**src/verilog/clock_startup_pkg.sv**
```systemverilog
package clock_startup_pkg;
   // Register offsets
   localparam logic [7:0] rx_dbl_ctrl_addr = 8'h39;
   localparam logic [7:0] rx_dbl_offset_addr = 8'h3B;
   localparam logic [7:0] rx_dbl_tap_addr = 8'h3C;
   localparam logic [7:0] dll_enable_addr = 8'h60;
   localparam logic [7:0] clk_drive_addr = 8'h63;
   localparam logic [7:0] dcs_ctrl_addr = 8'h66;
   localparam logic [7:0] tx_src_div_addr = 8'h71;
   localparam logic [7:0] dll_mult_lock_addr = 8'h72;
   localparam logic [7:0] dll_reset_addr = 8'h75;
   localparam logic [7:0] aux_chan_addr = 8'h77;
   localparam logic [7:0] aux_res_hi_addr = 8'h78;
   localparam logic [7:0] aux_res_lo_addr = 8'h79;
   localparam logic [7:0] aux_enable_addr = 8'h7A;
   localparam logic [7:0] temp_enable_addr = 8'h7B;
   // Field positions
   localparam int dll_enable_bit = 7;
   localparam int dll_lock_bit = 7;
   localparam int dll_reset_bit = 3;
   localparam int tx_src_dll_bit = 6;
   localparam int tx_ref_en_bit = 4;
   localparam int tx_doubler_bit = 5;
   localparam int rx_dbl_sel_bit = 1;
   localparam int rx_dbl_reset_bit = 7;
   localparam int dcs_bypass_bit = 2;
   localparam int aux_start_bit = 7;
   localparam int aux_enable_bit = 7;
   localparam int temp_enable_bit = 7;
   // Reset values
   localparam logic [7:0] reg_reset_value = 8'h00;
   localparam logic [7:0] rx_offset_reset_value = 8'h5D;
   localparam logic [6:0] mult_reset_value = 7'h00;
   // Timing: lock settles, and a conversion ends, after this many reference cycles
   localparam int dll_lock_cycles = 16;
   localparam int aux_conv_cycles = 32;

   // Register access port, carrying both the write and the read strobe
   typedef struct packed {
      logic wr;
      logic rd;
      logic [7:0] addr;
      logic [7:0] wdata;
   } reg_req_t;

   // Clock plan seen by the clock network
   typedef struct packed {
      logic [6:0] mult_field;
      logic [7:0] mult_factor;
      logic [3:0] div_n;
      logic tx_from_dll;
      logic rx_doubler_on;
      logic tx_doubler_on;
      logic dcs_bypass;
      logic rx_ddr;
      logic tx_ddr;
   } clock_plan_t;
endpackage

```
**src/verilog/clock_startup_config.sv**
```systemverilog
// Function
// RL1 - Host enables DLL, sources transmit clock from it
// RL2 - Multiplication equals multiplier field plus one
// RL3 - Multiplied clock divided by programmed N
// RL4 - Host pulses DLL reset through register
// RL5 - Bit 7 of multiplier register reads lock
// RL6 - Data buses start in single data rate
// RL7 - Receive doubler doubles main clock when enabled
// RL8 - Transmit doubler output selectable for output clock
// RL9 - Host enables doublers above 15 MHz
// RL10 - Host bypasses stabilizer below 75 MHz
// RL11 - Host programs receive doubler tap, select, offset
// RL12 - Host pulses receive doubler reset
// RL13 - Host sets receive clock drive strength
// RL14 - Host enables housekeeping converter and starts sampling
// RL15 - Twelve-bit result split across two registers
// RL16 - Host polls lock before using transmit clock
`timescale 1ns/10ps
module clock_startup_config #(
   parameter int lock_cycles = clock_startup_pkg::dll_lock_cycles,
   parameter int conv_cycles = clock_startup_pkg::aux_conv_cycles
) (
   // Clock and reset
   input wire logic clk,
   input wire logic reset,
   // Serial port register access, already deserialised
   input wire clock_startup_pkg::reg_req_t req,
   output logic [7:0] rdata,
   // Analog status from the clock and converter macros
   input wire logic dll_phase_ok,
   input wire logic [11:0] aux_sample,
   // Clock network and converter control
   output clock_startup_pkg::clock_plan_t plan,
   output logic dll_run,
   output logic dll_reset_out,
   output logic rx_doubler_reset,
   output logic [7:0] rx_doubler_tap,
   output logic [7:0] rx_doubler_offset,
   output logic [7:0] clock_drive,
   output logic aux_enable_out,
   output logic temp_sensor_on,
   output logic [3:0] aux_channel
);
   // Control registers
   logic [7:0] rx_ctrl_q, rx_ctrl_d;
   logic [7:0] rx_off_q, rx_off_d;
   logic [7:0] rx_tap_q, rx_tap_d;
   logic [7:0] dll_en_q, dll_en_d;
   logic [7:0] drive_q, drive_d;
   logic [7:0] dcs_q, dcs_d;
   logic [7:0] tx_src_q, tx_src_d;
   // Multiplier field only; the top bit of that offset is the lock flag
   logic [6:0] mult_q, mult_d;
   logic [7:0] dll_rst_q, dll_rst_d;
   logic [7:0] aux_chan_q, aux_chan_d;
   logic [7:0] aux_en_q, aux_en_d;
   logic [7:0] temp_en_q, temp_en_d;

   // Register writes
   always_comb begin
      rx_ctrl_d = rx_ctrl_q;
      rx_off_d = rx_off_q;
      rx_tap_d = rx_tap_q;
      dll_en_d = dll_en_q;
      drive_d = drive_q;
      dcs_d = dcs_q;
      tx_src_d = tx_src_q;
      mult_d = mult_q;
      dll_rst_d = dll_rst_q;
      aux_chan_d = aux_chan_q;
      aux_en_d = aux_en_q;
      temp_en_d = temp_en_q;
      // Result and unmapped offsets fall to the default and change nothing
      if (req.wr) begin
         unique case (req.addr)
            clock_startup_pkg::rx_dbl_ctrl_addr: rx_ctrl_d = req.wdata; // [RL12]
            clock_startup_pkg::rx_dbl_offset_addr: rx_off_d = req.wdata;
            clock_startup_pkg::rx_dbl_tap_addr: rx_tap_d = req.wdata;
            clock_startup_pkg::dll_enable_addr: dll_en_d = req.wdata;
            clock_startup_pkg::clk_drive_addr: drive_d = req.wdata;
            clock_startup_pkg::dcs_ctrl_addr: dcs_d = req.wdata;
            clock_startup_pkg::tx_src_div_addr: tx_src_d = req.wdata;
            clock_startup_pkg::dll_mult_lock_addr: mult_d = req.wdata[6:0]; // Lock bit read only
            clock_startup_pkg::dll_reset_addr: dll_rst_d = req.wdata;
            clock_startup_pkg::aux_chan_addr: aux_chan_d = req.wdata;
            clock_startup_pkg::aux_enable_addr: aux_en_d = req.wdata;
            clock_startup_pkg::temp_enable_addr: temp_en_d = req.wdata;
            default: ;
         endcase
      end
   end

   // Registers hold until rewritten; reset restores the defaults
   always_ff @(posedge clk) begin
      if (reset) begin
         rx_ctrl_q <= clock_startup_pkg::reg_reset_value;
         rx_off_q <= clock_startup_pkg::rx_offset_reset_value;
         rx_tap_q <= clock_startup_pkg::reg_reset_value;
         dll_en_q <= clock_startup_pkg::reg_reset_value;
         drive_q <= clock_startup_pkg::reg_reset_value;
         dcs_q <= clock_startup_pkg::reg_reset_value;
         tx_src_q <= clock_startup_pkg::reg_reset_value;
         mult_q <= clock_startup_pkg::mult_reset_value;
         dll_rst_q <= clock_startup_pkg::reg_reset_value;
         aux_chan_q <= clock_startup_pkg::reg_reset_value;
         aux_en_q <= clock_startup_pkg::reg_reset_value;
         temp_en_q <= clock_startup_pkg::reg_reset_value;
      end else begin
         rx_ctrl_q <= rx_ctrl_d;
         rx_off_q <= rx_off_d;
         rx_tap_q <= rx_tap_d;
         dll_en_q <= dll_en_d;
         drive_q <= drive_d;
         dcs_q <= dcs_d;
         tx_src_q <= tx_src_d;
         mult_q <= mult_d;
         dll_rst_q <= dll_rst_d;
         aux_chan_q <= aux_chan_d;
         aux_en_q <= aux_en_d;
         temp_en_q <= temp_en_d;
      end
   end

   // DLL lock tracking: lock only after a settled, enabled, released loop
   logic dll_active;
   logic dll_reprogram;
   logic lock_done;
   // Sixteen bits allow settling counts up to 65535 cycles
   logic [15:0] lock_cnt_q, lock_cnt_d;
   logic locked_q, locked_d;
   assign dll_active = dll_en_q[clock_startup_pkg::dll_enable_bit]
      & ~dll_rst_q[clock_startup_pkg::dll_reset_bit] & dll_phase_ok;
   // A new multiplier or clock source unsettles the loop, so counting restarts
   assign dll_reprogram = req.wr && (req.addr == clock_startup_pkg::dll_mult_lock_addr
      || req.addr == clock_startup_pkg::tx_src_div_addr);
   // Counted stand-in for the analog settling time; the real loop may differ
   assign lock_done = lock_cnt_q == 16'(lock_cycles - 1);

   always_comb begin
      lock_cnt_d = lock_cnt_q;
      locked_d = locked_q;
      if (!dll_active || dll_reprogram) begin
         lock_cnt_d = 16'h0000; // Reprogramming drops lock
         locked_d = 1'b0;
      end else if (lock_done) begin
         locked_d = 1'b1; // [RL5]
      end else begin
         lock_cnt_d = lock_cnt_q + 16'h0001;
      end
   end

   // Lock state
   always_ff @(posedge clk) begin
      if (reset) begin
         lock_cnt_q <= 16'h0000;
         locked_q <= 1'b0;
      end else begin
         lock_cnt_q <= lock_cnt_d;
         locked_q <= locked_d;
      end
   end

   // Housekeeping converter: sample captured after a fixed conversion time
   logic sampling;
   logic conv_done;
   logic [15:0] conv_cnt_q, conv_cnt_d;
   logic [11:0] result_q, result_d;
   assign sampling = aux_chan_q[clock_startup_pkg::aux_start_bit]
      & aux_en_q[clock_startup_pkg::aux_enable_bit];
   // End of one conversion window; the result holds while sampling is off
   assign conv_done = conv_cnt_q == 16'(conv_cycles - 1);

   always_comb begin
      conv_cnt_d = conv_cnt_q;
      result_d = result_q;
      if (!sampling) begin
         conv_cnt_d = 16'h0000;
      end else if (conv_done) begin
         conv_cnt_d = 16'h0000;
         result_d = aux_sample; // Result refreshes each conversion
      end else begin
         conv_cnt_d = conv_cnt_q + 16'h0001;
      end
   end

   // Converter state
   always_ff @(posedge clk) begin
      if (reset) begin
         conv_cnt_q <= 16'h0000;
         result_q <= 12'h000;
      end else begin
         conv_cnt_q <= conv_cnt_d;
         result_q <= result_d;
      end
   end

   // Read data, registered one cycle after the read strobe
   logic [7:0] rdata_d;
   logic [7:0] lock_view;
   logic [7:0] result_high;
   logic [7:0] result_low;
   // Lock flag shares its byte with the writable multiplier field
   assign lock_view = {locked_q, mult_q}; // [RL5]
   // Bytes are read apart, so a refresh between the two reads can tear them
   assign result_high = result_q[11:4]; // [RL15]
   assign result_low = {result_q[3:0], 4'h0}; // [RL15]
   always_comb begin
      rdata_d = 8'h00;
      if (req.rd) begin
         unique case (req.addr)
            clock_startup_pkg::rx_dbl_ctrl_addr: rdata_d = rx_ctrl_q;
            clock_startup_pkg::rx_dbl_offset_addr: rdata_d = rx_off_q;
            clock_startup_pkg::rx_dbl_tap_addr: rdata_d = rx_tap_q;
            clock_startup_pkg::dll_enable_addr: rdata_d = dll_en_q;
            clock_startup_pkg::clk_drive_addr: rdata_d = drive_q;
            clock_startup_pkg::dcs_ctrl_addr: rdata_d = dcs_q;
            clock_startup_pkg::tx_src_div_addr: rdata_d = tx_src_q;
            clock_startup_pkg::dll_mult_lock_addr: rdata_d = lock_view; // [RL5]
            clock_startup_pkg::dll_reset_addr: rdata_d = dll_rst_q;
            clock_startup_pkg::aux_chan_addr: rdata_d = aux_chan_q;
            clock_startup_pkg::aux_res_hi_addr: rdata_d = result_high; // [RL15]
            clock_startup_pkg::aux_res_lo_addr: rdata_d = result_low; // [RL15]
            clock_startup_pkg::aux_enable_addr: rdata_d = aux_en_q;
            clock_startup_pkg::temp_enable_addr: rdata_d = temp_en_q;
            default: rdata_d = 8'h00; // Unmapped reads return zero
         endcase
      end
   end

   // Transmit source register fields
   logic tx_src_dll;
   logic tx_ref_en;
   logic tx_dbl_sel;
   logic [3:0] tx_div_n;
   assign tx_src_dll = tx_src_q[clock_startup_pkg::tx_src_dll_bit];
   assign tx_ref_en = tx_src_q[clock_startup_pkg::tx_ref_en_bit];
   assign tx_dbl_sel = tx_src_q[clock_startup_pkg::tx_doubler_bit];
   assign tx_div_n = tx_src_q[3:0];

   // Output plan derived from the registers
   clock_startup_pkg::clock_plan_t plan_d;
   always_comb begin
      plan_d.mult_field = mult_q;
      plan_d.mult_factor = {1'b0, mult_q} + 8'h01; // [RL2]
      plan_d.div_n = tx_div_n; // [RL3]
      plan_d.tx_from_dll = tx_src_dll & tx_ref_en; // Loop clock needs its reference too
      plan_d.rx_doubler_on = rx_ctrl_q[clock_startup_pkg::rx_dbl_sel_bit]; // [RL7]
      plan_d.tx_doubler_on = tx_dbl_sel; // [RL8]
      plan_d.dcs_bypass = dcs_q[clock_startup_pkg::dcs_bypass_bit];
      // Double rate modes are not decoded here, so both buses stay single rate
      plan_d.rx_ddr = 1'b0; // [RL6]
      plan_d.tx_ddr = 1'b0; // [RL6]
   end

   // Next values of the registered outputs
   logic dll_run_d;
   logic dll_reset_out_d;
   logic rx_doubler_reset_d;
   logic [7:0] rx_doubler_tap_d;
   logic [7:0] rx_doubler_offset_d;
   logic [7:0] clock_drive_d;
   logic aux_enable_out_d;
   logic temp_sensor_on_d;
   logic [3:0] aux_channel_d;
   always_comb begin
      dll_run_d = dll_en_q[clock_startup_pkg::dll_enable_bit];
      dll_reset_out_d = dll_rst_q[clock_startup_pkg::dll_reset_bit];
      rx_doubler_reset_d = rx_ctrl_q[clock_startup_pkg::rx_dbl_reset_bit];
      rx_doubler_tap_d = rx_tap_q;
      rx_doubler_offset_d = rx_off_q;
      clock_drive_d = drive_q;
      aux_enable_out_d = aux_en_q[clock_startup_pkg::aux_enable_bit];
      temp_sensor_on_d = temp_en_q[clock_startup_pkg::temp_enable_bit];
      aux_channel_d = aux_chan_q[3:0];
   end

   // Outputs registered so every pin comes from a flip-flop
   always_ff @(posedge clk) begin
      if (reset) begin
         rdata <= 8'h00;
         plan <= '0;
         dll_run <= 1'b0;
         dll_reset_out <= 1'b0;
         rx_doubler_reset <= 1'b0;
         rx_doubler_tap <= 8'h00;
         rx_doubler_offset <= 8'h00;
         clock_drive <= 8'h00;
         aux_enable_out <= 1'b0;
         temp_sensor_on <= 1'b0;
         aux_channel <= 4'h0;
      end else begin
         rdata <= rdata_d;
         plan <= plan_d;
         dll_run <= dll_run_d;
         dll_reset_out <= dll_reset_out_d;
         rx_doubler_reset <= rx_doubler_reset_d;
         rx_doubler_tap <= rx_doubler_tap_d;
         rx_doubler_offset <= rx_doubler_offset_d;
         clock_drive <= clock_drive_d;
         aux_enable_out <= aux_enable_out_d;
         temp_sensor_on <= temp_sensor_on_d;
         aux_channel <= aux_channel_d;
      end
   end
endmodule

```
**config.mk**
```make
export PLATFORM = sky130hd
export DESIGN_NAME = clock_startup_config
export DESIGN_NICKNAME = d
export VERILOG_FILES = /design/src/verilog/clock_startup_pkg.sv /design/src/verilog/clock_startup_config.sv
export SDC_FILE = /design/constraint.sdc
export NUM_CORES = 1
export LEC_CHECK = 0
export BUFFER_PORTS_ARGS = -buffer_cell sky130_fd_sc_hd__clkbuf_2
export CORE_MARGIN = 5
export CORE_UTILIZATION = 52
export DETAILED_ROUTE_END_ITERATION = 10
export PLACE_DENSITY = 0.74
export SLEW_MARGIN = 15
export SYNTH_ARGS = -nofsm -noshare
export SYNTH_HDL_FRONTEND = slang
export SYNTH_SLANG_ARGS = --single-unit
```
**constraint.sdc**
```tcl
create_clock -name clk -period 1.6 [get_ports clk]
set_input_delay 0.08 -clock clk [delete_from_list [all_inputs] [get_ports clk]]
set_output_delay 0.08 -clock clk [all_outputs]
set_load 0.05 [all_outputs]
```
==> results.py <==
metrics = {
    "outcome": {
        "status": "complete, but fails checks",
        "violations": "setup timing",
    },
    "clocking": {
        "cts_buffer_depth": 3,
        "htreeDepth": 1,
        "clk_pin_slew_ns": 0.06,
        "numCtsBuffers": 22,
        "cts_root_buf": "clkbuf_16",
        "clock-sinks": 204,
        "clk_latency_ns": 0.50,
        "cts_tree": "built",
    },
    "route": {
        "drt_first_pass_iters": 5,
        "drcViolationCount": 0,
        "drt_iter0_markers": 458,
        "ant_nets": 0,
        "via_count": 7133,
        "routedWlPerCell_um": 18.7,
        "wl_um": 24200,
        "vias_per_cell": 5.51,
    },
    "final_layout": {
        "fin_area_um2": 10500,
        "area_growth_pct": 28.3,
        "fill_cells": 1301,
        "ff_latch_area_um2": 4090,
        "nNetsFinal": 1101,
        "antennaDiodeCount": 0,
        "multi_input_area_um2": 3930,
        "drive_above_1_share": 0.248,
    },
    "critical_path": {
        "cp-endpoint": "result_q[1]$_SDFFE_PP0P_",
        "rrSetupSlack_ns": -0.01,
        "crit_start": "conv_cnt_q[5]$_SDFF_PP0_",
        "r2r_start": "conv_cnt_q[5]$_SDFF_PP0_",
        "start_kind": "flop",
        "critPathKind": "flop to flop",
        "crit_fanout": 6,
        "worst-r2r-cell-count": 6,
        "required_ns": 1.95,
        "r2r-end": "result_q[1]$_SDFFE_PP0P_",
        "arrival_ns": 1.97,
        "cp-end-kind": "flop",
    },
    "timing": {
        "fin_crit_ns": 1.61,
        "finalHoldWorstSlack_ns": 0.0452,
        "drv_slew": 0,
        "worst_pin_slew_ns": 0.635,
        "hold_viol": 0,
        "max_slew_margin": 0.576,
        "setup_viol": 6,
        "finalWorstSetupSlack_ns": -0.0122,
        "fmax_mhz": 620,
        "period_share": 1.01,
        "rsz0062_at_grt": "true",
        "fin_skew_ns": 0.0177,
    },
    "power": {
        "pwr_density_cell_nw_per_um2": 1010,
        "p_leak_nw": 4.11,
        "ir_drop_mv": 0.748,
    },
    "logic_synthesis": {
        "async_reset_ff_frac": 0,
        "synth-main-ff-cell": "dfxtp_1",
        "ys_ff_latch": 204,
        "yosysWarnings": 0,
        "avgSynthCellArea_um2": 9.33,
        "syn_inst": 881,
        "synth_area_um2": 8220,
        "ys_seq_area_frac": 0.497,
        "synth_enable_flop_cells": 0,
        "synth_cell_types": 65,
    },
    "floorplan": {
        "io_pins": 99,
        "initial_core_util": 0.523,
        "die_height_um": 136,
        "row_count": 46,
        "coreArea_um2": 15700,
        "die-area_um2": 18400,
        "die_w_um": 136,
    },
    "placement": {
        "placed_area_um2": 9620,
        "place_congestion": 0.963,
        "io_buffers": 96,
        "dp_hpwl_um": 17200,
    },
    "global_routing": {
        "antenna_found_initial": 0,
        "grt_max_degree": 96,
        "grt_pass1_wl_um": 37800,
        "grt_overflow": 0,
        "grt_pass1_vias": 6972,
        "grt.total_usage": 0.264,
    },
    "min_path": {
        "hold_class": "primary input to flop",
    },
    "run": {
        "maxCapViolCount": 0,
    },
}
-- power by group --
part	internal [mW]	leakage [nW]	switching (mW)
Clock	3.00	0.353	2.01
Sequential	5.09	1.65	0.00527
Combinational	0.175	2.11	0.339
-- Yosys cell counts, types with 9 or more instances --
| master | number | share of area |
|---|---|---|
| a21oi_1 | 37 | 0.023 |
| nand2_1 | 75 | 0.034 |
| nor3_1 | 13 | 0.0079 |
| clkbuf_1 | 37 | 0.017 |
| o21ai_0 | 14 | 0.0085 |
| nand3_1 | 37 | 0.023 |
| xor2_1 | 17 | 0.018 |
| nor2_1 | 133 | 0.061 |
| nor2b_1 | 60 | 0.046 |
| mux2i_1 | 82 | 0.10 |
| dfxtp_1 | 204 | 0.50 |
| buf_2 | 9 | 0.0055 |
| xnor2_1 | 13 | 0.014 |
| and3_1 | 13 | 0.0099 |
-- repair_timing --
action / in CTS / in global routing
cloned: 1 / 0
hold buffers: 14 / 0
resized for setup: 8 / 9
endpoints found under the hold margin: 16 / 0
buffers inserted: 4 / 0
endpoints found under the setup margin: 12 / 36
pin swaps: 3 / 4
-- kinds of logic after synthesis --
| kind of cell | synth area share |
|---|---|
| simple gates | 0.232 |
| flops | 0.497 |
| compound gates | 0.0932 |
| mux | 0.107 |
| buf+inv | 0.0338 |
| xor+xnor | 0.0320 |
| fa+ha+maj | 0.00457 |
| other cells | 0.000456 |
-- cell usage in the layout (no fill, tap or decap), drive strengths merged, types with 6 or more instances in the layout --
master and count:
o21ai 14, xnor2 13, nand3 38, dlygate4sd3 14
a21oi 37, a31oi 8, buf 105, and3 13
dfxtp 204, clkbuf 126, nor4 7, a41oi 6
a221oi 7, nand2 75, a22oi 6, nor2 137
nor3 17, xor2 17, nor2b 60, a32oi 6
nand4 6, mux2i 82
-- cell type report --
type,count,area share
inverters,6,0.00214
clock buffers,31,0.0622
multi-input cells,617,0.373
clock inverters,6,0.00546
flip-flops and latches,204,0.388
well taps,216,0.0256
repair buffers,214,0.144
-- stage by stage --
stage / setup TNS (ns) / setup slack [ns] / power [mW] / instances / utilization
detailed placement: -4.94 / -0.199 / 5.68 / 1240 / 0.612
global placement: -4.06 / -0.166 / 5.68 / 1240 / 0.612
floorplan: 0 / 0.00315 / 5.48 / 882 / -
finish: -0.0227 / -0.0122 / 10.6 / 1294 / 0.671
CTS: -0.180 / -0.0241 / 10.7 / 1296 / 0.672
global route: -1.04 / -0.101 / 10.9 / 1294 / 0.671
-- how the worst min path moves through the flow --
stage,start,cells after the start,to
floorplan,req[0],1,rx_doubler_offset_d[0]$_SDFFE_PP1P_
global placement,aux_sample[10],3,result_q[10]$_SDFFE_PP0P_
detailed placement,aux_sample[7],3,result_q[7]$_SDFFE_PP0P_
CTS,req[4],3,tx_src_q[4]$_SDFFE_PP0P_
global route,req[4],3,tx_src_q[4]$_SDFFE_PP0P_
finish,req[4],3,temp_en_q[4]$_SDFFE_PP0P_
-- metal layers --
layer / wire [um] / global-route usage / vias up
met5: 0 / 0 / -
met4: 1230 / 0.119 / 0
met3: 1790 / 0.0531 / 78
met2: 10900 / 0.414 / 273
met1: 10300 / 0.352 / 3369
li1: - / - / 3413
-- critical path, cell delays in order, from the launching register on --
cell and delay, ns:
dfxtp_1 0.32, nor4_1 0.30, nand4_1 0.24, nor2_4 0.19, buf_6 0.18, mux2i_1 0.20, nor2_1 0.05
-- flip-flops by register name (all words and copies together), names as in the netlist, 4 cells and up --
| signal | cells |
|---|---|
| lock_cnt_q | 16 |
| result_q | 12 |
| conv_cnt_q | 16 |
| dll_en_q | 8 |
| rx_doubler_offset | 8 |
| mult_q | 7 |
| clock_drive_d | 8 |
| aux_en_q | 8 |
| dll_rst_q | 8 |
| clock_drive | 8 |
| temp_en_q | 8 |
| rx_ctrl_q | 8 |
| rx_doubler_tap | 8 |
| dcs_q | 8 |
| rx_doubler_offset_d | 8 |
| aux_chan_q | 8 |
| rdata | 8 |
| aux_channel | 4 |
| rx_doubler_tap_d | 8 |
| plan | 23 |
| tx_src_q | 8 |
(Power assumes the default switching activity.)
